--- config.mk ---
export PLATFORM = sky130hd
export DESIGN_NAME = priority_interrupt_controller
export DESIGN_NICKNAME = d
export VERILOG_FILES = /design/src/interrupt_arbiter_alias_pkg.sv /design/src/priority_interrupt_controller.sv
export VERILOG_INCLUDE_DIRS = /design/src
export SDC_FILE = /design/constraint.sdc
export NUM_CORES = 1
export LEC_CHECK = 0
export ABC_AREA = 1
export BUFFER_PORTS_ARGS = -buffer_cell sky130_fd_sc_hd__buf_2
export CAP_MARGIN = 0
export CORE_AREA = 3 3 165 167
export CTS_BUF_LIST = sky130_fd_sc_hd__clkbuf_16
export CTS_CLUSTER_DIAMETER = 120
export DETAILED_ROUTE_END_ITERATION = 8
export DIE_AREA = 0 0 168 170
export GPL_TIMING_DRIVEN = 0
export PLACE_DENSITY_LB_ADDON = 0.05
export REMOVE_ABC_BUFFERS = 1
export SLEW_MARGIN = 20
export SYNTH_ARGS = -nofsm -noshare
export SYNTH_HDL_FRONTEND = slang
export SYNTH_SLANG_ARGS = --single-unit
--- constraint.sdc ---
create_clock -name mclk -period 7.8 [get_ports mclk]
set_clock_uncertainty 0.2 [all_clocks]
set_input_delay 0.78 -clock mclk [delete_from_list [all_inputs] [get_ports mclk]]
set_output_delay 0.78 -clock mclk [all_outputs]
set_load 0.005 [all_outputs]
--- src/interrupt_arbiter_alias_cfg.svh ---
// Constants of the priority interrupt controller: offsets, reset values, masks.
// Assumes inclusion by bare name from the package, the checker and the bench.
`ifndef IRQ_CTRL_CFG_SVH
`define IRQ_CTRL_CFG_SVH
`define NUM_SRC       46
`define FIXED_SRC     6
`define NUM_PRIO      5
`define ADDR_W        5
`define VADDR_W       21
`define VEC_W         7
`define OFF_PRIO0     5'h00
`define OFF_PRIO1     5'h01
`define OFF_PRIO2     5'h02
`define OFF_PRIO3     5'h03
`define OFF_PRIO4     5'h04
`define OFF_VBASE     5'h05
`define OFF_MATCH0    5'h06
`define OFF_HLO0      5'h07
`define OFF_HHI0      5'h08
`define OFF_MATCH1    5'h09
`define OFF_HLO1      5'h0A
`define OFF_HHI1      5'h0B
`define OFF_IRQP0     5'h0C
`define OFF_IRQP1     5'h0D
`define OFF_IRQP2     5'h0E
`define OFF_ICTRL     5'h12
`define OFF_EVSTAT    5'h13
`define OFF_EVMASK    5'h14
`define PRIO_RST      16'h0000
`define PRIO0_WMASK   16'hC3FF
`define PRIO1_WMASK   16'hFCFF
`define PRIO_WMASK    16'hFFFF
`define HI_RANGE      46'h0000000007C0
`define MATCH_WMASK   16'h007F
`define HHI_WMASK     16'h001F
`define VBASE_WMASK   16'h7FFF
`define ICTRL_WMASK   16'h0001
`define EV_W          3
`define BOOT_ADDR     21'h000000
`define LVL_FAST      2'h2
`define LVL_TOP       2'h3
`endif

--- src/interrupt_arbiter_alias_pkg.sv ---
// Types shared by the priority interrupt controller.
// Assumes the constants header sits in the same folder.
`include "interrupt_arbiter_alias_cfg.svh"
package irq_ctrl_pkg;
  typedef enum logic {ST_IDLE, ST_PRESENT} pres_state_e;
  typedef logic [1:0] lvl_t;
endpackage

--- src/priority_interrupt_controller.sv ---
// Priority interrupt controller: per-source levels, encoding, nesting, fast vectors, wake.
// Assumes the core samples the request outputs and pulses core_ack once per taken interrupt.
//
// Contract
// - Accept 46 sources; all but the fixed ones take one of three levels.
// - Within a level the lowest-numbered active source wins; 0 most urgent.
// - Arbitrate, flag a sufficiently urgent request to the core, give its vector address.
// - In wait or stop, a pending request asks the system unit to restart clocks.
// - Only sources enabled before wait or stop entry may wake the core.
// - Normal vector address is vector base concatenated with vector number.
// - Core mask 00 allows all, 01 masks 0, 10 masks 0-1, 11 allows 3.
// - Two fast channels, each with match number and two-part handler address.
// - A level-2 winner matching a fast match number is a fast interrupt.
// - Fast interrupt address comes from that channel's low and high halves.
// - Fast recognition happens here so the address is ready at vector fetch.
// - After reset the controller drives the initial program address.
// - Eighteen software registers at module offsets from a system base.
// - Priority field 00 disables the source and is the reset value.
// - Reserved priority bits read zero and ignore writes.
//
// Decided for this implementation: strobed register access.
`timescale 1ns/10ps
module priority_interrupt_controller
  import irq_ctrl_pkg::*;
(
  input  wire logic                  mclk,
  input  wire logic                  sys_rst,
  input  wire logic [`NUM_SRC-1:0]   irq_src,
  input  wire logic [1:0]            core_mask,
  input  wire logic                  core_ack,
  input  wire logic                  low_power,
  input  wire logic [`ADDR_W-1:0]    addr,
  input  wire logic [15:0]           wdata,
  input  wire logic                  wr_en,
  input  wire logic                  rd_en,
  output logic [15:0]                rdata_r,
  output logic                       core_irq_r,
  output logic [1:0]                 core_level_r,
  output logic [`VEC_W-1:0]          core_vector_r,
  output logic [`VADDR_W-1:0]        vector_addr_r,
  output logic                       fast_r,
  output logic                       wake_req_r,
  output logic                       boot_drive_r,
  output logic [`VADDR_W-1:0]        boot_addr_r,
  output logic                       irq_event_r
);

  // Register file state.
  logic [15:0]             prio_r [`NUM_PRIO];
  logic [15:0]             prio_nxt [`NUM_PRIO];
  logic [15:0]             vbase_r;
  logic [15:0]             vbase_nxt;
  logic [15:0]             match_r [2];
  logic [15:0]             match_nxt [2];
  logic [15:0]             hlo_r [2];
  logic [15:0]             hlo_nxt [2];
  logic [15:0]             hhi_r [2];
  logic [15:0]             hhi_nxt [2];
  logic [15:0]             ictrl_r;
  logic [15:0]             ictrl_nxt;
  logic [`EV_W-1:0]        evstat_r;
  logic [`EV_W-1:0]        evstat_nxt;
  logic [`EV_W-1:0]        evmask_r;
  logic [`EV_W-1:0]        evmask_nxt;
  logic [15:0]             rdata_nxt;
  logic                    irq_event_nxt;

  // Presentation and power state.
  pres_state_e             state_r;
  pres_state_e             state_nxt;
  logic                    core_irq_nxt;
  logic [1:0]              core_level_nxt;
  logic [`VEC_W-1:0]       core_vector_nxt;
  logic [`VADDR_W-1:0]     vector_addr_nxt;
  logic                    fast_nxt;
  logic                    wake_req_nxt;
  logic                    low_power_r;
  logic [`NUM_SRC-1:0]     en_snap_r;
  logic [`NUM_SRC-1:0]     en_snap_nxt;
  logic                    boot_drive_nxt;

  // Per-source decode results.
  logic [16*`NUM_PRIO-1:0] fields;
  logic [`NUM_SRC-1:0]     src_en;
  lvl_t                    src_lvl [`NUM_SRC];
  logic [`NUM_SRC-1:0]     hi_range;
  logic [`EV_W-1:0]        ev;

  // Arbitration results.
  logic                    win_valid;
  lvl_t                    win_lvl;
  logic [`VEC_W-1:0]       win_vec;
  logic                    hit0;
  logic                    hit1;

  assign fields   = {prio_r[4], prio_r[3], prio_r[2], prio_r[1], prio_r[0]};
  assign hi_range = `HI_RANGE;

  // Each source's field gives enable and level; the first few are fixed at the top level.
  for (genvar i = 0; i < `NUM_SRC; i++) begin : g_src
    if (i < `FIXED_SRC) begin : g_fixed
      assign src_en[i]  = 1'b1;
      assign src_lvl[i] = `LVL_TOP;
    end else begin : g_prog
      logic [1:0] fld;
      assign fld        = fields[2*(i-`FIXED_SRC) +: 2];
      assign src_en[i]  = |fld;
      assign src_lvl[i] = hi_range[i] ? fld : fld - 2'h1;
    end
  end

  // Walk levels upward and sources downward so the highest permitted level
  // and, within it, the lowest source number survive.
  always_comb begin
    int l;
    int i;
    logic [`NUM_SRC-1:0] act;
    l         = 0;
    i         = 0;
    act       = irq_src & src_en & {`NUM_SRC{~ictrl_r[0]}};
    win_valid = 1'b0;
    win_lvl   = 2'h0;
    win_vec   = '0;
    for (l = 0; l < 4; l++) begin
      if (l[1:0] >= core_mask) begin
        for (i = `NUM_SRC - 1; i >= 0; i--) begin
          if (act[i] && (src_lvl[i] == l[1:0])) begin
            win_valid = 1'b1;
            win_lvl   = l[1:0];
            win_vec   = i[`VEC_W-1:0];
          end
        end
      end
    end
  end

  // Fast channel match on a level-2 winner; channel 0 is checked first.
  assign hit0 = (win_lvl == `LVL_FAST) && (win_vec == match_r[0][`VEC_W-1:0]);
  assign hit1 = (win_lvl == `LVL_FAST) && (win_vec == match_r[1][`VEC_W-1:0]);

  // Presentation to the core: outputs freeze while a request is shown, so the core never
  // sees the vector change under it; the next winner is picked the clock after the ack.
  always_comb begin
    state_nxt       = state_r;
    core_irq_nxt    = core_irq_r;
    core_level_nxt  = core_level_r;
    core_vector_nxt = core_vector_r;
    vector_addr_nxt = vector_addr_r;
    fast_nxt        = fast_r;
    unique case (state_r)
      ST_IDLE: begin
        if (win_valid) begin
          state_nxt       = ST_PRESENT;
          core_irq_nxt    = 1'b1;
          core_level_nxt  = win_lvl;
          core_vector_nxt = win_vec;
          fast_nxt        = hit0 | hit1;
          if (hit0) begin
            vector_addr_nxt = {hhi_r[0][4:0], hlo_r[0]};
          end else if (hit1) begin
            vector_addr_nxt = {hhi_r[1][4:0], hlo_r[1]};
          end else begin
            vector_addr_nxt = {vbase_r[14:0], win_vec[5:0]};
          end
        end
      end
      ST_PRESENT: begin
        if (core_ack) begin
          state_nxt    = ST_IDLE;
          core_irq_nxt = 1'b0;
          fast_nxt     = 1'b0;
        end
      end
    endcase
  end

  // Wake logic: the enable set is frozen on entry so later enables cannot wake the core.
  always_comb begin
    en_snap_nxt = en_snap_r;
    if (low_power && !low_power_r) begin
      en_snap_nxt = src_en;
    end
    wake_req_nxt = low_power && low_power_r && |(irq_src & en_snap_r);
    boot_drive_nxt = 1'b0;
  end

  // Events: normal taken, fast taken, wake raised.
  assign ev = {wake_req_nxt & ~wake_req_r,
               (state_r == ST_PRESENT) & core_ack & fast_r,
               (state_r == ST_PRESENT) & core_ack & ~fast_r};

  // Register writes; reserved bits are masked off so they stay zero.
  always_comb begin
    for (int k = 0; k < `NUM_PRIO; k++) begin
      prio_nxt[k] = prio_r[k];
    end
    for (int k = 0; k < 2; k++) begin
      match_nxt[k] = match_r[k];
      hlo_nxt[k]   = hlo_r[k];
      hhi_nxt[k]   = hhi_r[k];
    end
    vbase_nxt  = vbase_r;
    ictrl_nxt  = ictrl_r;
    evmask_nxt = evmask_r;
    // A new event outranks a clear written in the same cycle.
    evstat_nxt = (evstat_r & ~((wr_en && addr == `OFF_EVSTAT) ? wdata[`EV_W-1:0] : '0)) | ev;
    if (wr_en) begin
      unique case (addr)
        `OFF_PRIO0:  prio_nxt[0]  = wdata & `PRIO0_WMASK;
        `OFF_PRIO1:  prio_nxt[1]  = wdata & `PRIO1_WMASK;
        `OFF_PRIO2:  prio_nxt[2]  = wdata & `PRIO_WMASK;
        `OFF_PRIO3:  prio_nxt[3]  = wdata & `PRIO_WMASK;
        `OFF_PRIO4:  prio_nxt[4]  = wdata & `PRIO_WMASK;
        `OFF_VBASE:  vbase_nxt    = wdata & `VBASE_WMASK;
        `OFF_MATCH0: match_nxt[0] = wdata & `MATCH_WMASK;
        `OFF_HLO0:   hlo_nxt[0]   = wdata;
        `OFF_HHI0:   hhi_nxt[0]   = wdata & `HHI_WMASK;
        `OFF_MATCH1: match_nxt[1] = wdata & `MATCH_WMASK;
        `OFF_HLO1:   hlo_nxt[1]   = wdata;
        `OFF_HHI1:   hhi_nxt[1]   = wdata & `HHI_WMASK;
        `OFF_ICTRL:  ictrl_nxt    = wdata & `ICTRL_WMASK;
        `OFF_EVMASK: evmask_nxt   = wdata[`EV_W-1:0];
        default: ;
      endcase
    end
    irq_event_nxt = |(evstat_nxt & evmask_nxt);
  end

  // Read mux; unmapped offsets read zero.
  always_comb begin
    rdata_nxt = 16'h0000;
    if (rd_en) begin
      unique case (addr)
        `OFF_PRIO0:  rdata_nxt = prio_r[0];
        `OFF_PRIO1:  rdata_nxt = prio_r[1];
        `OFF_PRIO2:  rdata_nxt = prio_r[2];
        `OFF_PRIO3:  rdata_nxt = prio_r[3];
        `OFF_PRIO4:  rdata_nxt = prio_r[4];
        `OFF_VBASE:  rdata_nxt = vbase_r;
        `OFF_MATCH0: rdata_nxt = match_r[0];
        `OFF_HLO0:   rdata_nxt = hlo_r[0];
        `OFF_HHI0:   rdata_nxt = hhi_r[0];
        `OFF_MATCH1: rdata_nxt = match_r[1];
        `OFF_HLO1:   rdata_nxt = hlo_r[1];
        `OFF_HHI1:   rdata_nxt = hhi_r[1];
        `OFF_IRQP0:  rdata_nxt = irq_src[15:0];
        `OFF_IRQP1:  rdata_nxt = irq_src[31:16];
        `OFF_IRQP2:  rdata_nxt = {2'h0, irq_src[45:32]};
        `OFF_ICTRL:  rdata_nxt = {core_irq_r, core_level_r, 6'h00, ictrl_r[0], core_vector_r[5:0]};
        `OFF_EVSTAT: rdata_nxt = {13'h0000, evstat_r};
        `OFF_EVMASK: rdata_nxt = {13'h0000, evmask_r};
        default:     rdata_nxt = 16'h0000;
      endcase
    end
  end

  // All state registers; the boot strobe is the only one that resets high.
  always_ff @(posedge mclk or posedge sys_rst) begin
    if (sys_rst) begin
      for (int k = 0; k < `NUM_PRIO; k++) begin
        prio_r[k] <= `PRIO_RST;
      end
      for (int k = 0; k < 2; k++) begin
        match_r[k] <= '0;
        hlo_r[k]   <= '0;
        hhi_r[k]   <= '0;
      end
      vbase_r       <= '0;
      ictrl_r       <= 16'h0000;
      evstat_r      <= '0;
      evmask_r      <= '0;
      rdata_r       <= 16'h0000;
      irq_event_r   <= 1'b0;
      state_r       <= ST_IDLE;
      core_irq_r    <= 1'b0;
      core_level_r  <= 2'h0;
      core_vector_r <= '0;
      vector_addr_r <= '0;
      fast_r        <= 1'b0;
      wake_req_r    <= 1'b0;
      low_power_r   <= 1'b0;
      en_snap_r     <= '0;
      boot_drive_r  <= 1'b1;
      boot_addr_r   <= `BOOT_ADDR;
    end else begin
      for (int k = 0; k < `NUM_PRIO; k++) begin
        prio_r[k] <= prio_nxt[k];
      end
      for (int k = 0; k < 2; k++) begin
        match_r[k] <= match_nxt[k];
        hlo_r[k]   <= hlo_nxt[k];
        hhi_r[k]   <= hhi_nxt[k];
      end
      vbase_r       <= vbase_nxt;
      ictrl_r       <= ictrl_nxt;
      evstat_r      <= evstat_nxt;
      evmask_r      <= evmask_nxt;
      rdata_r       <= rdata_nxt;
      irq_event_r   <= irq_event_nxt;
      state_r       <= state_nxt;
      core_irq_r    <= core_irq_nxt;
      core_level_r  <= core_level_nxt;
      core_vector_r <= core_vector_nxt;
      vector_addr_r <= vector_addr_nxt;
      fast_r        <= fast_nxt;
      wake_req_r    <= wake_req_nxt;
      low_power_r   <= low_power;
      en_snap_r     <= en_snap_nxt;
      boot_drive_r  <= boot_drive_nxt;
      boot_addr_r   <= `BOOT_ADDR;
    end
  end

endmodule

* Word level (Yosys, flattened, before mapping) *
Cells that the tools add are included.

storage, ports and cells
  bits in registers = 248
  logic and storage cells = 919
  input port bits = 75
  output and inout bits = 72

cells by class
  bitwise logic cells = 16
  eq/ne operators = 133
  add/subtract/negate cells = 32
  $lt $le $gt $ge = 4
  muxes and demuxes = 460
  reductions and logical operators = 247

operator list
  kind                   count
  $mux W7                148
  $pmux W16 S18          1
  $mux W2                122
  $mux W1                167
  $logic_and A1 B1 Y1    154
  $eq A2 B2 Y1 const B   75
  $and A46 B46 Y46       3
  $mux W6                13
  $eq A2 B1 Y1 const B   37
  $logic_not A2 Y1       37
  $reduce_or A2 Y1       37
  $sub A2 B1 Y2 const B  32
  $reduce_or A46 Y1      1
  $mux W21               2
  $eq A5 B4 Y1 const B   7
  $reduce_and A2 Y1      15
  $eq A5 B3 Y1 const B   4
  $mux W16               1
  $eq A5 B5 Y1 const B   3
  $eq A7 B7 Y1           2
  $eq A5 B2 Y1 const B   2
  $mux W3                3
  $and A3 B3 Y3          2
  $pmux W1 S2            3
  other kinds (12)       21

* Logic depth before layout (Yosys ltp) *
  depth after elaboration = 170
  mapped depth = 123
  mapped depth without buffers = 122

* Worst setup path before layout *
OpenSTA, ideal clock, no wires.

  path kind = input-to-reg
  start point = input irq_src[45]
  end point = register vector_addr_r[10]
  data arrival time = 6,494 ps
  stages on the path = 122
  setup time = 116 ps
  path slack = 989 ps
  required time = 7,484 ps
  path through = nand2_2 > nor2_1 > nand2_1 > nand2_1 > nand2_1 > nand2_1 > nand2_1 > nand2_1 > nand2_1 > nand2_1 > nand2_1 > nand2_1 > nand2_1 > nand2_1 > nand2_1 > nand2_1 > nand2_1 > nand2_1 > (+86 left out) > nand2_1 > nand2_1 > nand2_1 > nand2_1 > nand2_1 > nand2_1 > nand2_1 > nand2_1 > nand2_1 > nand2_2 > nand2_2 > nand2_4 > nand3_4 > buf_2 > o21ai_1 > inv_1 > nand2_1 > nand2_1

on the way
  word-level cells in the longest chain between the ends = 168
  elaborated cells between the ends (all ways) = 459

ends and longest elaborated chain
  element                           RTL line                              source
  start, declared                   priority_interrupt_controller.sv:28   input wire logic [`NUM_SRC-1:0] irq_src,
  $and A46 B46 Y46 * (2 in series)  priority_interrupt_controller.sv:120  act = irq_src & src_en & {`NUM_SRC{~ictrl_r[0]}};
  $logic_and A1 B1 Y1               priority_interrupt_controller.sv:127  if (act[i] && (src_lvl[i] == l[1:0])) begin
  $mux W6 (13 in series)            priority_interrupt_controller.sv:127
  $mux W7 (24 in series)            priority_interrupt_controller.sv:127
  $mux W7                           priority_interrupt_controller.sv:125  if (l[1:0] >= core_mask) begin
  $mux W7 (37 in series)            priority_interrupt_controller.sv:127
  $mux W7                           priority_interrupt_controller.sv:125
  $mux W7 (37 in series)            priority_interrupt_controller.sv:127
  $mux W7                           priority_interrupt_controller.sv:125
  $mux W7 (46 in series)            priority_interrupt_controller.sv:127
  $mux W7                           priority_interrupt_controller.sv:125
  $eq A7 B7 Y1                      priority_interrupt_controller.sv:139  assign hit1 = (win_lvl == `LVL_FAST) && (win_vec == match_r[1][`VEC_W-1:0]);
  $logic_and A1 B1 Y1               priority_interrupt_controller.sv:139
  $mux W21                          priority_interrupt_controller.sv:160  end else if (hit1) begin
  $mux W21                          priority_interrupt_controller.sv:158  if (hit0) begin
  end signal, assigned              priority_interrupt_controller.sv:304  vector_addr_r <= vector_addr_nxt;
  end, declared                     priority_interrupt_controller.sv:40   output logic [`VADDR_W-1:0] vector_addr_r,

Every way passes the cells marked *; elsewhere a longest branch is shown, timed or not.
A chain may end at the register's enable or synchronous reset.

* Final worst setup path *
  start point = register ictrl_r[0]
  end point = register vector_addr_r[6]

on the way
  word-level cells in the longest chain between the ends = 168
  elaborated cells between the ends (all ways) = 603

ends and longest elaborated chain
  element                 RTL line                              source
  start, declared         priority_interrupt_controller.sv:59   logic [15:0] ictrl_r;
  start signal, assigned  priority_interrupt_controller.sv:295  ictrl_r <= ictrl_nxt;
  $not A1 Y1 *            priority_interrupt_controller.sv:120
  $and A46 B46 Y46 *      priority_interrupt_controller.sv:120
  $logic_and A1 B1 Y1     priority_interrupt_controller.sv:127
  $mux W6 (13 in series)  priority_interrupt_controller.sv:127
  $mux W7 (24 in series)  priority_interrupt_controller.sv:127
  $mux W7                 priority_interrupt_controller.sv:125
  $mux W7 (37 in series)  priority_interrupt_controller.sv:127
  $mux W7                 priority_interrupt_controller.sv:125
  $mux W7 (37 in series)  priority_interrupt_controller.sv:127
  $mux W7                 priority_interrupt_controller.sv:125
  $mux W7 (46 in series)  priority_interrupt_controller.sv:127
  $mux W7                 priority_interrupt_controller.sv:125
  $eq A7 B7 Y1            priority_interrupt_controller.sv:139
  $logic_and A1 B1 Y1     priority_interrupt_controller.sv:139
  $mux W21                priority_interrupt_controller.sv:160
  $mux W21                priority_interrupt_controller.sv:158

Marked as above.

==> flow_summary.json <==
{
  "r2r_cells": 122,
  "leakagePower_nw": 8.11,
  "die_area_sq_um": 28600,
  "path_common_cell": "nand2_1",
  "path_clk_slew_ps": 70,
  "synth_enable_flop_cells": 0,
  "ios": 147,
  "clock_latency_ps": 560,
  "cts_buffers": 27,
  "syn_inst": 1935,
  "max_stage_delay_ps": 600,
  "num_rows": 59,
  "cts_buffer_depth": 3,
  "async_flop_share_pct": 100,
  "dpl.hpwl_um": 40700,
  "crit_slowest_cell": "dfrtp_4",
  "grt_pass1_wl_um": 85900,
  "initial_core_util_pct": 53.4,
  "fmax_ghz": 0.120,
  "cts-root-buf": "clkbuf_16",
  "reg2reg_from": "ictrl_r[0]",
  "syn_avg_cell_area_sq_um": 7.15,
  "maxSlewViolCount": 0,
  "cp-end-kind": "flip-flop",
  "clock_sinks": 242,
  "dp_slack_ps": -2110,
  "r2r-end": "vector_addr_r[6]",
  "powerDensity_nw_per_um2": 271,
  "totalWireLength_um": 57900,
  "r2r_setup_slack_ps": -540,
  "die_x_um": 168,
  "vias": 15100,
  "vias_per_cell": 6.21,
  "fin_crit_ps": 8340,
  "crit_path_end": "vector_addr_r[6]",
  "hold_class": "input port to asynchronous set/reset pin",
  "rsz0062_at_grt": "yes",
  "vdd_ir_drop_max_uv": 204,
  "h-tree-depth": 1,
  "core_region_area_sq_um": 25900,
  "hold_viol": 0,
  "grt.overflow.total": 0,
  "syn2layout_area_growth_pct": 17.8,
  "yosys_warnings": 0,
  "drtIter0Drc": 2241,
  "violations": "setup timing",
  "grt_use_total_pct": 39.6,
  "grt_max_degree": 105,
  "final_common_cell": "nand2_1",
  "routedWlPerCell_um": 23.8,
  "grt_pass1_vias": 14200,
  "tightest_slew_ps": 1150,
  "worst_ep_required_time_ps": 8040,
  "cp.arrival_ps": 8580,
  "port_buffers": 124,
  "cap_violations": 0,
  "finalSetupTns_ps": -10990,
  "netlist_area_sq_um": 13800,
  "crit_path_start": "ictrl_r[0]",
  "setup_viol": 23,
  "cts_tree": "yes",
  "fin_crit_sh_pct": 107,
  "drcViolationCount": 0,
  "mostFrequentLayoutCells": "531 x nand2_1, 285 x inv_1, 240 x dfrtp_1, 212 x o21ai_0, 153 x nor2_1",
  "status": "complete, but fails checks",
  "cp-start-kind": "flip-flop",
  "die_h_um": 170,
  "drt-pass1-iter-count": 7,
  "worstSetupPathType": "flip-flop to flip-flop",
  "final_core_util_pct": 62.9,
  "ant_nets": 0,
  "maxSlewHeadroom_pct": 22.6,
  "postSynthRegisterBits": 242,
  "synth_ff_type": "dfrtp_1",
  "ys_seq_area_share_pct": 43.8,
  "drive_above_1_share_pct": 13.3,
  "gp_congestion": 1.04,
  "critPathMaxFanout": 7,
  "synth_cell_type_count": 44,
  "setup_ws_ps": -539,
  "final_nets": 2153,
  "antenna_found_initial": 3
}
==> stage by stage <==
step           hold WS [ps]  cell area [sq um]  power, mW  instances
2_1_floorplan           241              13500       2.51       1861
3_3_place_gp            259              14500       2.97       2320
3_5_place_dp            260              14700       3.01       2330
4_1_cts                39.4              16100       4.32       2418
5_1_grt                62.4              16300       4.66       2429
6_report               36.0              16300       4.42       2430
==> cells by family after synthesis <==
logic type | synth area share (%)
AND/OR/NAND/NOR | 28.4
buffers and inverters | 11.1
other | 0.0271
AO/OA/AOI/OAI | 16.4
XOR/XNOR | 0.253
flip-flops | 43.8
==> where the power goes <==
part	internal, mW	switching, mW
sequential	1.51	0.274
combinational	0.484	0.926
clock	0.687	0.534
total	2.68	1.73
==> cell type report <==
cell class,count,area (sq um)
antenna,1,2.50
clock buffer,27,676
clock inverter,18,134
fill,2376,9620
inverter,286,1100
multi-input combinational,1340,6690
sequential,242,6060
tap,335,419
timing repair buffer,179,1200
timing repair inverter,2,17.5
==> critical path: cells and delay by family (launching register included) <==
kind	cells	cell delay (ps)
AND/OR/NAND/NOR	119	6910
flip-flops	1	600
buffers and inverters	3	510
==> layer usage <==
layer / up-vias / share of wire (%) / GRT usage [%]
met2: 1097 / 42 / 60.0
met5: - / 0.031 / 0
met3: 265 / 12 / 9.87
met4: 2 / 7.3 / 22.1
met1: 7015 / 38 / 52.2
li1: 6700 / - / -
==> synth_stat cells, drive strengths merged (8+ instances only) <==
cell,count,area (sq um)
o21ai,230,1150
nand2,552,2090
inv,285,1070
nor3,18,90.1
dfrtp,241,6030
clkbuf,61,229
nand3,54,293
a31oi,33,206
nor2,158,593
nor4,61,382
a21oi,20,100
o22ai,28,175
o2111ai,8,70.1
buf,35,230
nand4,72,450
a221oi,33,289
==> worst min path at each step <==
stage	from	to	cells past startpoint
floorplan	en_snap_r[5]	en_snap_r[5]	1
global placement	vector_addr_r[15]	vector_addr_r[15]	2
detailed placement	vector_addr_r[10]	vector_addr_r[10]	2
CTS	sys_rst	fields[68]	2
global route	sys_rst	fields[68]	2
finish	sys_rst	vector_addr_r[11]	2
==> state kept, by name (all words and copies together), names as in the netlist <==
signal,cells
hlo_r,32
evmask_r,3
ictrl_r,1
core_irq_r,1
state_r,1
en_snap_r,38
vbase_r,15
boot_drive_r,1
match_r,14
hhi_r,10
low_power_r,1
fast_r,1
wake_req_r,1
core_level_r,2
evstat_r,3
core_vector_r,6
irq_event_r,1
fields,74
vector_addr_r,21
rdata_r,16
==> what timing repair did <==
item                                   4_1_cts  5_1_grt
endpoints found under the hold margin        0        0
setup endpoints to repair                   23       23
pin swaps                                    7        6
buffers inserted                            33        9
gates resized for setup                     49       21
hold buffers                                 0        0
gates cloned                                10        2
Power figures use the tool's default switching activity.
